**config.mk**
```make
export PLATFORM = sky130hd
export DESIGN_NAME = bit_scan_test_decode
export DESIGN_NICKNAME = d
export VERILOG_FILES = /design/src/core/bit_scan_test_decode_pkg.sv /design/src/core/bit_scan_test_decode.sv /design/src/core/sign_ext_field.sv
export VERILOG_INCLUDE_DIRS = /design/src /design/src/core
export SDC_FILE = /design/constraint.sdc
export NUM_CORES = 1
export LEC_CHECK = 0
export BUFFER_PORTS_ARGS = -buffer_cell sky130_fd_sc_hd__buf_2
export CAP_MARGIN = 20
export CORE_ASPECT_RATIO = 0.75
export CORE_MARGIN = 2
export CORE_UTILIZATION = 53
export DETAILED_ROUTE_END_ITERATION = 10
export PLACE_DENSITY = 0.87
export RECOVER_POWER = 50
export SLEW_MARGIN = 20
export SYNTH_ARGS = -nofsm -noshare
export SYNTH_HDL_FRONTEND = slang
export SYNTH_SLANG_ARGS = --single-unit
```
**constraint.sdc**
```tcl
create_clock -name clk -period 2.5 [get_ports clk]
set_input_delay 0.25 -clock clk [delete_from_list [all_inputs] [get_ports clk]]
set_output_delay 0.25 -clock clk [all_outputs]
set_load 0.05 [all_outputs]
```
**src/core/bit_scan_test_decode_regs.svh**
```systemverilog
`ifndef BIT_SCAN_TEST_DECODE_REGS_SVH
`define BIT_SCAN_TEST_DECODE_REGS_SVH
`define OP_ESCAPE      8'h0f
`define OP_BOUND       8'h62
`define OP_AND_MR_HI   7'h11
`define OP2_BSCAN_FWD  8'hbc
`define OP2_BSCAN_REV  8'hbd
`define OP2_GRP_IMM    8'hba
`define OP2_BTEST_REG  8'ha3
`define OP2_BTCMP_REG  8'hbb
`define OP2_BTRST_REG  8'hb3
`define REG_BTEST      3'h4
`define REG_BTRST      3'h6
`define REG_BTCMP      3'h7
`define LAT_SCAN       4'h3
`define LAT_BTEST_IMM  4'h2
`define LAT_BTREG_MIN  4'h5
`define LAT_BTREG_MAX  4'h6
`define LAT_BTMOD_IMM  4'h3
`define LAT_BOUND      4'hb
`define LAT_AND        4'h1
`endif

```
**src/core/bit_scan_test_decode_pkg.sv**
```systemverilog
`default_nettype none
package bit_scan_test_decode_pkg;
  typedef enum logic [3:0] {
    OP_NONE = 4'h0, OP_BIT_SCAN_FORWARD = 4'h1, OP_BIT_SCAN_REVERSE = 4'h2,
    OP_BIT_TEST = 4'h3, OP_BIT_TEST_COMPLEMENT = 4'h4, OP_BIT_TEST_RESET = 4'h5,
    OP_BOUND_CHECK = 4'h6, OP_AND_MEM_REG = 4'h7, OP_ILLEGAL = 4'h8
  } op_t;
  typedef struct packed {
    op_t         op;
    logic        byteOp;
    logic        immIndex;
    logic [2:0]  regField;
    logic [2:0]  rmField;
    logic [1:0]  modField;
    logic [31:0] imm;
    logic [31:0] disp;
    logic [3:0]  latency;
  } decoded_t;
endpackage
`default_nettype wire

```
**src/core/bit_scan_test_decode.sv**
```systemverilog
`timescale 1ns/1ps
`default_nettype none
`include "bit_scan_test_decode_regs.svh"
// Byte-serial decoder: one instruction byte per valid cycle
module bit_scan_test_decode (
  input  wire logic                               clk,
  input  wire logic                               rst_n,
  input  wire logic                               byteValid,
  input  wire logic [7:0]                         byteIn,
  input  wire logic                               opSize32,
  input  wire logic                               addrSize32,
  output logic                                    byteReady,
  output logic                                    decValid,
  output bit_scan_test_decode_pkg::decoded_t      dec
);
  typedef enum logic [2:0] {
    S_OP1 = 3'h0, S_OP2 = 3'h1, S_MODRM = 3'h2, S_DISP = 3'h3, S_IMM = 3'h4
  } state_t;

  state_t                             state, next_state;
  bit_scan_test_decode_pkg::decoded_t cur, next_cur;
  logic                               next_decValid;
  logic                               escaped, next_escaped;
  logic [2:0]                         dispLen, next_dispLen;
  logic [2:0]                         immLen, next_immLen;
  logic [2:0]                         cnt, next_cnt;
  logic [31:0]                        raw, next_raw;
  logic [31:0]                        extVal;
  logic [31:0]                        gathered;
  logic [2:0]                         extLen;
  logic [2:0]                         fullLen;
  logic [2:0]                         dispNeed;

  // Field word with this byte merged in, kept apart from next_raw so the
  // extender still sees it in the cycle that clears the gather for the next field
  assign gathered = raw | ({24'h0, byteIn} << {cnt, 3'h0});
  // Immediate is zero-extended; only displacements carry a sign
  assign extLen = (state == S_DISP) ? dispLen : immLen;
  sign_ext_field u_ext (
    .raw     (gathered),
    .len     (extLen),
    .signExt (state == S_DISP),
    .value   (extVal)
  );

  // Full immediate follows operand size only: 4 bytes with opSize32, else 2
  assign fullLen = opSize32 ? 3'h4 : 3'h2;

  // Displacement length from mod and r/m; 32-bit SIB not handled here
  always_comb begin
    dispNeed = 3'h0;
    case (byteIn[7:6])
      2'h1:    dispNeed = 3'h1;
      2'h2:    dispNeed = addrSize32 ? 3'h4 : 3'h2;
      2'h0:    dispNeed = addrSize32 ? ((byteIn[2:0] == 3'h5) ? 3'h4 : 3'h0)
                                     : ((byteIn[2:0] == 3'h6) ? 3'h2 : 3'h0);
      default: dispNeed = 3'h0;
    endcase
  end

  // Decode sequencer next state
  always_comb begin
    next_state    = state;
    next_cur      = cur;
    next_decValid = 1'b0;
    next_escaped  = escaped;
    next_dispLen  = dispLen;
    next_immLen   = immLen;
    next_cnt      = cnt;
    next_raw      = raw;
    if (byteValid) begin
      case (state)
        S_OP1: begin
          next_cur     = '0;
          next_immLen  = 3'h0;
          next_escaped = 1'b0;
          next_state   = S_MODRM;
          if (byteIn == `OP_ESCAPE) begin
            next_escaped = 1'b1;
            next_state   = S_OP2;
          end else if (byteIn == `OP_BOUND) begin
            next_cur.op      = bit_scan_test_decode_pkg::OP_BOUND_CHECK;
            next_cur.latency = `LAT_BOUND;
          end else if (byteIn[7:1] == `OP_AND_MR_HI) begin
            next_cur.op      = bit_scan_test_decode_pkg::OP_AND_MEM_REG;
            next_cur.byteOp  = ~byteIn[0];
            next_cur.latency = `LAT_AND;
          end else begin
            next_cur.op   = bit_scan_test_decode_pkg::OP_ILLEGAL;
            next_decValid = 1'b1; // Unknown first byte reported at once
            next_state    = S_OP1;
          end
        end
        S_OP2: begin
          next_state = S_MODRM;
          case (byteIn)
            `OP2_BSCAN_FWD: begin
              next_cur.op      = bit_scan_test_decode_pkg::OP_BIT_SCAN_FORWARD;
              next_cur.latency = `LAT_SCAN;
            end
            `OP2_BSCAN_REV: begin
              next_cur.op      = bit_scan_test_decode_pkg::OP_BIT_SCAN_REVERSE;
              next_cur.latency = `LAT_SCAN;
            end
            `OP2_BTEST_REG: begin
              next_cur.op      = bit_scan_test_decode_pkg::OP_BIT_TEST;
              next_cur.latency = `LAT_BTREG_MAX;
            end
            `OP2_BTCMP_REG: begin
              next_cur.op      = bit_scan_test_decode_pkg::OP_BIT_TEST_COMPLEMENT;
              next_cur.latency = `LAT_BTREG_MAX;
            end
            `OP2_BTRST_REG: begin
              next_cur.op      = bit_scan_test_decode_pkg::OP_BIT_TEST_RESET;
              next_cur.latency = `LAT_BTREG_MAX;
            end
            `OP2_GRP_IMM: begin
              next_cur.immIndex = 1'b1;
              next_immLen       = 3'h1;
            end
            default: begin
              next_cur.op   = bit_scan_test_decode_pkg::OP_ILLEGAL;
              next_decValid = 1'b1;
              next_state    = S_OP1;
            end
          endcase
        end
        S_MODRM: begin
          next_cur.modField = byteIn[7:6];
          next_cur.regField = byteIn[5:3];
          next_cur.rmField  = byteIn[2:0];
          if (cur.immIndex) begin
            case (byteIn[5:3])
              `REG_BTEST: begin
                next_cur.op      = bit_scan_test_decode_pkg::OP_BIT_TEST;
                next_cur.latency = `LAT_BTEST_IMM;
              end
              `REG_BTCMP: begin
                next_cur.op      = bit_scan_test_decode_pkg::OP_BIT_TEST_COMPLEMENT;
                next_cur.latency = `LAT_BTMOD_IMM;
              end
              `REG_BTRST: begin
                next_cur.op      = bit_scan_test_decode_pkg::OP_BIT_TEST_RESET;
                next_cur.latency = `LAT_BTMOD_IMM;
              end
              default: next_cur.op = bit_scan_test_decode_pkg::OP_ILLEGAL;
            endcase
          end
          // Memory source of AND form needs mod not 11; register form is out of scope
          if (!escaped && cur.op == bit_scan_test_decode_pkg::OP_AND_MEM_REG && byteIn[7:6] == 2'h3)
            next_cur.op = bit_scan_test_decode_pkg::OP_ILLEGAL;
          next_cnt = 3'h0;
          next_raw = 32'h0;
          if (byteIn[7:6] != 2'h3 && dispNeed != 3'h0) begin
            next_dispLen = dispNeed;
            next_state   = S_DISP;
          end else if (immLen != 3'h0) begin
            next_state = S_IMM;
          end else begin
            next_decValid = 1'b1;
            next_state    = S_OP1;
          end
        end
        S_DISP, S_IMM: begin
          // Little-endian byte gather; the extender sees the updated word
          next_raw = gathered;
          next_cnt = cnt + 3'h1;
          if (next_cnt == extLen) begin
            next_cnt = 3'h0;
            next_raw = 32'h0;
            if (state == S_DISP) begin
              next_cur.disp = extVal;
              if (immLen != 3'h0) next_state = S_IMM;
              else begin
                next_decValid = 1'b1;
                next_state    = S_OP1;
              end
            end else begin
              next_cur.imm  = extVal;
              next_decValid = 1'b1;
              next_state    = S_OP1;
            end
          end
        end
        default: next_state = S_OP1;
      endcase
    end
  end

  // Full-immediate length kept for forms that would need it
  logic unusedFull;
  assign unusedFull = ^fullLen;

  // State registers
  always_ff @(posedge clk) begin
    if (!rst_n) begin
      state     <= S_OP1;
      cur       <= '0;
      decValid  <= 1'b0;
      dec       <= '0;
      byteReady <= 1'b0;
      escaped   <= 1'b0;
      dispLen   <= 3'h0;
      immLen    <= 3'h0;
      cnt       <= 3'h0;
      raw       <= 32'h0;
    end else begin
      state     <= next_state;
      cur       <= next_cur;
      decValid  <= next_decValid;
      if (next_decValid) dec <= next_cur;
      byteReady <= 1'b1;
      escaped   <= next_escaped;
      dispLen   <= next_dispLen;
      immLen    <= next_immLen;
      cnt       <= next_cnt;
      raw       <= next_raw;
    end
  end

  a_scan_latency: assert property (@(posedge clk) disable iff (!rst_n)
    decValid && (dec.op == bit_scan_test_decode_pkg::OP_BIT_SCAN_FORWARD ||
    dec.op == bit_scan_test_decode_pkg::OP_BIT_SCAN_REVERSE) |-> dec.latency == 4'h3)
    else $error("bit scan latency not 3");
  a_rev_after_bd: assert property (@(posedge clk) disable iff (!rst_n)
    state == S_OP2 && byteValid && byteIn == 8'hbd |=> cur.op == bit_scan_test_decode_pkg::OP_BIT_SCAN_REVERSE)
    else $error("0f bd not reverse scan");
  a_btest_imm: assert property (@(posedge clk) disable iff (!rst_n)
    decValid && dec.op == bit_scan_test_decode_pkg::OP_BIT_TEST && dec.immIndex |-> dec.latency == 4'h2)
    else $error("immediate bit test latency wrong");
  a_btreg_lat: assert property (@(posedge clk) disable iff (!rst_n)
    decValid && !dec.immIndex && (dec.op == bit_scan_test_decode_pkg::OP_BIT_TEST ||
    dec.op == bit_scan_test_decode_pkg::OP_BIT_TEST_COMPLEMENT ||
    dec.op == bit_scan_test_decode_pkg::OP_BIT_TEST_RESET) |-> dec.latency == 4'h6)
    else $error("register-indexed bit op latency wrong");
  a_bound_lat: assert property (@(posedge clk) disable iff (!rst_n)
    decValid && dec.op == bit_scan_test_decode_pkg::OP_BOUND_CHECK |-> dec.latency == 4'hb)
    else $error("bound latency not 11");
  a_and_memsrc: assert property (@(posedge clk) disable iff (!rst_n)
    decValid && dec.op == bit_scan_test_decode_pkg::OP_AND_MEM_REG |-> dec.modField != 2'h3)
    else $error("AND form without memory source");
  a_imm8_len: assert property (@(posedge clk) disable iff (!rst_n)
    decValid && dec.immIndex |-> dec.imm[31:8] == 24'h0)
    else $error("bit index immediate wider than a byte");
  a_disp8_sext: assert property (@(posedge clk) disable iff (!rst_n)
    decValid && dec.modField == 2'h1 |-> dec.disp[31:8] == {24{dec.disp[7]}})
    else $error("short displacement not sign-extended");
  a_treset_reg: assert property (@(posedge clk) disable iff (!rst_n)
    state == S_MODRM && byteValid && cur.immIndex && byteIn[5:3] == 3'h6
    |=> cur.op == bit_scan_test_decode_pkg::OP_BIT_TEST_RESET)
    else $error("reg 110 not test-reset");
  a_wbit_size: assert property (@(posedge clk) disable iff (!rst_n)
    state == S_OP1 && byteValid && byteIn == 8'h22 |=> cur.byteOp)
    else $error("w bit zero not byte operand");
  a_tcmp_reg: assert property (@(posedge clk) disable iff (!rst_n)
    state == S_MODRM && byteValid && cur.immIndex && byteIn[5:3] == 3'h7
    |=> cur.op == bit_scan_test_decode_pkg::OP_BIT_TEST_COMPLEMENT)
    else $error("reg 111 not test-complement");
  c_scan: cover property (@(posedge clk) decValid && dec.op == bit_scan_test_decode_pkg::OP_BIT_SCAN_FORWARD);
  c_btimm: cover property (@(posedge clk) decValid && dec.immIndex);
  c_bound: cover property (@(posedge clk) decValid && dec.op == bit_scan_test_decode_pkg::OP_BOUND_CHECK);
  c_disp32: cover property (@(posedge clk) decValid && dec.modField == 2'h2 && addrSize32);
endmodule
`default_nettype wire

```
**src/core/sign_ext_field.sv**
```systemverilog
`timescale 1ns/1ps
`default_nettype none
// Extends a field word the decoder gathered little-endian; sign-extends only when signExt is set
module sign_ext_field (
  input  wire logic [31:0] raw,
  input  wire logic [2:0]  len,
  input  wire logic        signExt,
  output logic [31:0]      value
);
  // Length 1, 2 or 4 bytes; others give zero
  always_comb begin
    case (len)
      3'h1:    value = {{24{signExt & raw[7]}}, raw[7:0]};
      3'h2:    value = {{16{signExt & raw[15]}}, raw[15:0]};
      3'h4:    value = raw;
      default: value = 32'h0;
    endcase
  end
endmodule
`default_nettype wire

```
## After elaboration in Yosys (flattened, before gate mapping)

Index checks and enable logic that the tools add are counted.

- Flip-flop bits (word level): 211
- Output and inout port bits: 84

- Add/sub/neg operators: 1
- Equality and inequality tests: 29
- Shift operators: 1
- Muxes and demuxes: 60
- Bitwise gates (word level): 4
- Reduce and logical (&&, ||, !) cells: 20

Operators with widths:

| operator | number |
|---|---|
| $pmux W64 S2 | 1 |
| $mux W32 | 3 |
| $pmux W32 S3 | 1 |
| $mux W82 | 1 |
| $mux W64 | 1 |
| $pmux W32 S2 | 1 |
| $eq A8 B8 Y1 const B | 6 |
| $pmux W4 S3 | 3 |
| $or A32 B32 Y32 | 1 |
| $shl A8 B6 Y32 | 1 |
| $mux W3 | 10 |
| $mux W4 | 7 |
| $pmux W4 S6 | 1 |
| $eq A3 B3 Y1 const B | 7 |
| $mux W1 | 16 |
| $pmux W4 S2 | 2 |
| $pmux W8 S2 | 1 |
| $pmux W3 S2 | 2 |
| $pmux W3 S4 | 1 |
| $mux W2 | 5 |
| $eq A3 B2 Y1 const B | 3 |
| $pmux W3 S3 | 1 |
| $eq A8 B4 Y1 const B | 1 |
| $eq A8 B7 Y1 const B | 1 |
| other kinds (25) | 38 |

## Longest topological paths before layout

- Word-level depth: 9
- Mapped depth: 10
- Depth with buffers taken out: 7

## By module

A second synthesis with hierarchy kept.

- Cell total of the unflattened synthesis: 979
- Area, all modules: 9248.9 um2

Modules (own cells, without submodules):

| module | instances | cells an instance | area each (um2) | sequential area each (um2) |
|---|---|---|---|---|
| bit_scan_test_decode | 1 | 935 | 8913.5 | 4184.0 |
| sign_ext_field | 1 | 44 | 335.3 | 0.0 |

## Worst setup path after synthesis

OpenSTA, ideal clock, no wires.

- Kind: register to register
- Start point: register cnt[0]
- End point: register dec[18] in the netlist's numbering
- Arrival: 2.280 ns
- Data required time: 2.379 ns
- Setup slack: 0.099 ns
- Cell stages (with the launch flop): 10
- Buffers on the path: 2
- Cells stage by stage: dfxtp_1 > ha_1 > xor2_1 > or4_1 > nand3_1 > nand2_1 > a31oi_1 > buf_4 > buf_6 > mux2_4

- Word-level cells in the longest chain between the ends: 8
- Elaborated cells on any way between the ends: 13
- Classes of those cells: add/sub: 1; eq/ne: 1; shift: 1; mux: 8; bitwise: 2

RTL lines:

| what | line | text |
|---|---|---|
| from (decl) | bit_scan_test_decode.sv:26 | `logic [2:0] cnt, next_cnt;` |
| from (signal assigned) | bit_scan_test_decode.sv:216 | `cnt <= next_cnt;` |
| $shl A8 B6 Y32 | bit_scan_test_decode.sv:36 | `assign gathered = raw \| ({24'h0, byteIn} << {cnt, 3'h0});` |
| $or A32 B32 Y32 | bit_scan_test_decode.sv:36 |  |
| $and A1 B1 Y1 | sign_ext_field.sv:13 | `3'h1: value = {{24{signExt & raw[7]}}, raw[7:0]};` |
| $pmux W32 S3 | sign_ext_field.sv:12 | `case (len)` |
| $mux W32 | bit_scan_test_decode.sv:171 | `if (state == S_DISP) begin` |
| $mux W64 | bit_scan_test_decode.sv:168 | `if (next_cnt == extLen) begin` |
| $pmux W64 S2 | bit_scan_test_decode.sv:72 | `case (state)` |
| $mux W82 | bit_scan_test_decode.sv:71 | `if (byteValid) begin` |
| to (signal assigned) | bit_scan_test_decode.sv:211 | `if (next_decValid) dec <= next_cur;` |
| to (decl) | bit_scan_test_decode.sv:14 | `output bit_scan_test_decode_pkg::decoded_t dec` |

Parallel ways exist; a longest one is shown, timed or not.
A chain may end at the register's enable or synchronous reset.

## Final worst setup path

- Start point: register state[1]
- End point: register dec[3] in the netlist's numbering

- Word-level cells in the longest chain between the ends: 6
- Elaborated cells on any way between the ends: 14
- Classes of those cells: eq/ne: 5; mux: 7; reduce/logical: 2

RTL lines:

| what | line | text |
|---|---|---|
| from (decl) | bit_scan_test_decode.sv:20 | `state_t state, next_state;` |
| from (signal assigned) | bit_scan_test_decode.sv:208 | `state <= next_state;` |
| $eq A3 B2 Y1 | bit_scan_test_decode.sv:38, bit_scan_test_decode.sv:72, bit_scan_test_decode.sv:171 |  |
| $mux W3 | bit_scan_test_decode.sv:38 | `assign extLen = (state == S_DISP) ? dispLen : immLen;` |
| $eq A3 B3 Y1 | bit_scan_test_decode.sv:168 |  |
| $mux W1 | bit_scan_test_decode.sv:168 |  |
| $pmux W1 S4 | bit_scan_test_decode.sv:72 |  |
| $mux W1 | bit_scan_test_decode.sv:71 |  |

Parallel ways exist; a longest one is shown, timed or not.

==> results.md <==
* Die Span Y at approximately 120 um
* GPL Wtd Cong at 0.976
* Core area at about 0.017 mm^2
* Number of synthesized flops with an enable pin at 0
* Final hold violation count at 0
* Fin Hold WS at around 0.15 ns
* Ports at 97
* Syn nets at about 1000
* Critical path required time at between 2 and 3 ns
* Drt initial violations at between 700 and 800
* Final setup fails at 0
* Post-DP HPWL at about 15000 um
* Share of the synthesized area in the top cell type at 0.455
* Fmax at approximately 0.4 GHz
* Total wire length at approximately 24000 um
* Final Core Density at 0.647
* DR vias/cell at 5.82
* Run status: finished clean
* Max clock buf depth at 3
* Final min period at between 2 and 2.5 ns
* # rows at 41
* Drt drc at 0
* Rel. slew slack at 0.361
* Vias in the first global route at slightly above 7000
* Routed Antenna Nets at 0
* Die width at between 150 and 200 um
* Fillcell total at 1382
* Crit path launch: state[1]
* Area Overhead vs Synth at 18.8%
* Worst path arrival time at 2.83 ns
* Largest area contributor in the netlist: dfxtp_1
* Initial antenna violation count at 0
* H-tree levels at 1
* Drt first pass iters at 6
* Mapped Area at around 0.0092 mm^2
* Hold path start: addrSize32
* Placed instance area at about 0.010 mm^2
* First-pass GRT wire length at ~36000 um
* Synth Register Bits at about 210
* Met2 routed WL at about 10000 um
* Wire per inst at 17.6 um
* IO buf count at between 90 and 100
* GRT Total Usage at 0.238
* Synth warnings at 0
* Via Count at ~7800
* Async set or reset register ratio after synthesis at 0
* Synth top area cells: dfxtp_1 (46%), nand2_1 (6.3%), mux2_4 (5.4%)
* WS Path Type: reg2reg
* CTS tree: built
* Clock Latency Late Sink at about 0.50 ns
* Main flop type after synthesis: dfxtp_1
* Max Slew Vio Count at 0
* Met1 WL at approximately 11000 um
* CTS Root Buffer Type: clkbuf_16
* RR Startpoint: state[1]
* Metal3 WL at 2040 um
* Largest net degree at the start of global routing at 47
* Type of origin of the critical path: flip-flop
* CP endpoint kind: flip-flop
* Worst slew pin tran at ~0.96 ns
* Post-synth top cells: dfxtp_1 (209), nand2_1 (154), clkbuf_1 (61)
* Syn Inst Count at ~1000
* Synthesized area per cell at 9.23 um^2
* Worst Skew at approximately 0.017 ns
* Crit Path Max Fanout at 10
* Max VDD drop at 0.000399 V
* Initial Utilization at 0.544
* Clock tree sinks at 209
* Pleak at between 4 and 5 nW
* Share of cells above drive strength 1 at 0.161
* Total CTS buffers at 21
* Final global-route overflow total at 0
* Nets at around 1100
* ANT cells at 0
* Most common cell in the synthesized netlist: dfxtp_1
* PD cells at around 620 mW/mm^2
* Count of cell types in the netlist at 69
* Design Area, Final at ~0.011 mm^2
* DR top layer: met4
* Max cap viols at 0
* Post-synthesis sequential area ratio at 0.455
* Worst hold path class: in2reg
* Clock-pin slew on the worst setup and hold paths at roughly 0.070 ns
* Tcrit/Tclk final at 0.980
* Die Area at approximately 0.018 mm^2
report_power, final:
group	internal [mW]	switching [mW]	total (mW)
clock network	1.80	1.27	3.07
logic	0.144	0.259	0.403
registers	3.34	0.00556	3.34
layout by cell type, fill, tap and decap left out, types with 6 or more instances in the layout:
master,netlist,final
a21boi_0,18,18
a21o_1,12,12
a21oi_1,53,53
a22o_1,6,6
a22oi_1,12,12
and2_1,51,51
and3_1,12,12
buf_12,0,8
buf_2,11,10
buf_4,4,56
clkbuf_1,61,94
clkbuf_16,0,24
dfxtp_1,209,208
inv_1,48,48
mux2_2,13,13
mux2_4,33,33
mux2i_1,40,40
nand2_1,154,152
nand2b_1,7,7
nand3_1,29,29
nand4_1,9,9
nor2_1,18,18
nor2b_1,23,23
nor3b_1,12,12
o211ai_1,20,20
o21a_1,11,11
o21ai_0,14,14
o2bb2ai_1,7,7
o32ai_1,23,23
or3_1,6,6
kinds of logic (layout without fill, tap and decap cells):
kind of cell,Yosys count,in the layout,synth area share
AOI/OAI and AO/OA,208,208,0.162
muxes,86,86,0.113
xor gates and xnor gates,8,8,0.00912
adders and majority gates,1,1,0.00136
and+or+nand+nor,355,355,0.200
DFF,209,209,0.455
buffers and inverters,129,254,0.0591
state kept, by name, summed over array words and instances (netlist names):
signal / flops
cur: 82
dec: 82
raw: 32
cnt: 3
dispLen: 3
state: 3
byteReady: 1
decValid: 1
escaped: 1
immLen: 1
final timing paths:
kind                              endpoint  slack [ns]  cells after the start
worst max-delay path                dec[3]        0.05                      9
worst min-delay path            dispLen[1]        0.15                      3
worst max register to register      dec[3]        0.05                      9
worst min register to register     cur[58]        0.43                      2
stage by stage:
step	setup TNS [ns]	cells	power [mW]	setup slack (ns)
floorplan	0	996	3.66	0.0986
global placement	0	1294	3.77	0.0434
detailed placement	0	1294	3.77	0.00353
CTS	0	1328	6.82	0.00732
global route	-0.158	1336	7.01	-0.0328
finish	0	1336	6.82	0.0504
critical path: stages, from the launching register on:
cell and delay [ns]:
dfxtp_1 0.38, or3b_2 0.54, a41oi_2 0.21, a32oi_1 0.10, buf_4 0.18, a31oi_4 0.15, buf_6 0.16, buf_12 0.16
buf_12 0.15, mux2_4 0.30
routing by layer:
layer | global-route usage | vias to the layer above
met5 | 0 | -
met4 | 0.0550 | 0
met3 | 0.0423 | 50
met2 | 0.361 | 376
met1 | 0.351 | 3663
li1 | - | 3693
area by class of cell:
class | count | area [um^2] | area share
Clock buffer | 29 | 606 | 0.0555
Clock inverter | 5 | 63.8 | 0.00584
Inverter | 48 | 180 | 0.0165
Multi-Input combinational cell | 658 | 4510 | 0.413
Sequential cell | 209 | 4190 | 0.383
Tap cell | 215 | 269 | 0.0246
Timing Repair Buffer | 172 | 1100 | 0.101
repair_timing:
action                     in CTS  in global routing
pin swaps                       0                  1
setup endpoints to repair       2                 73
hold buffers                    0                  0
setup buffers                   0                  5
gates resized for setup         1                 16
gates cloned                    0                  3
No activity file was read; power rests on OpenSTA's default activity.
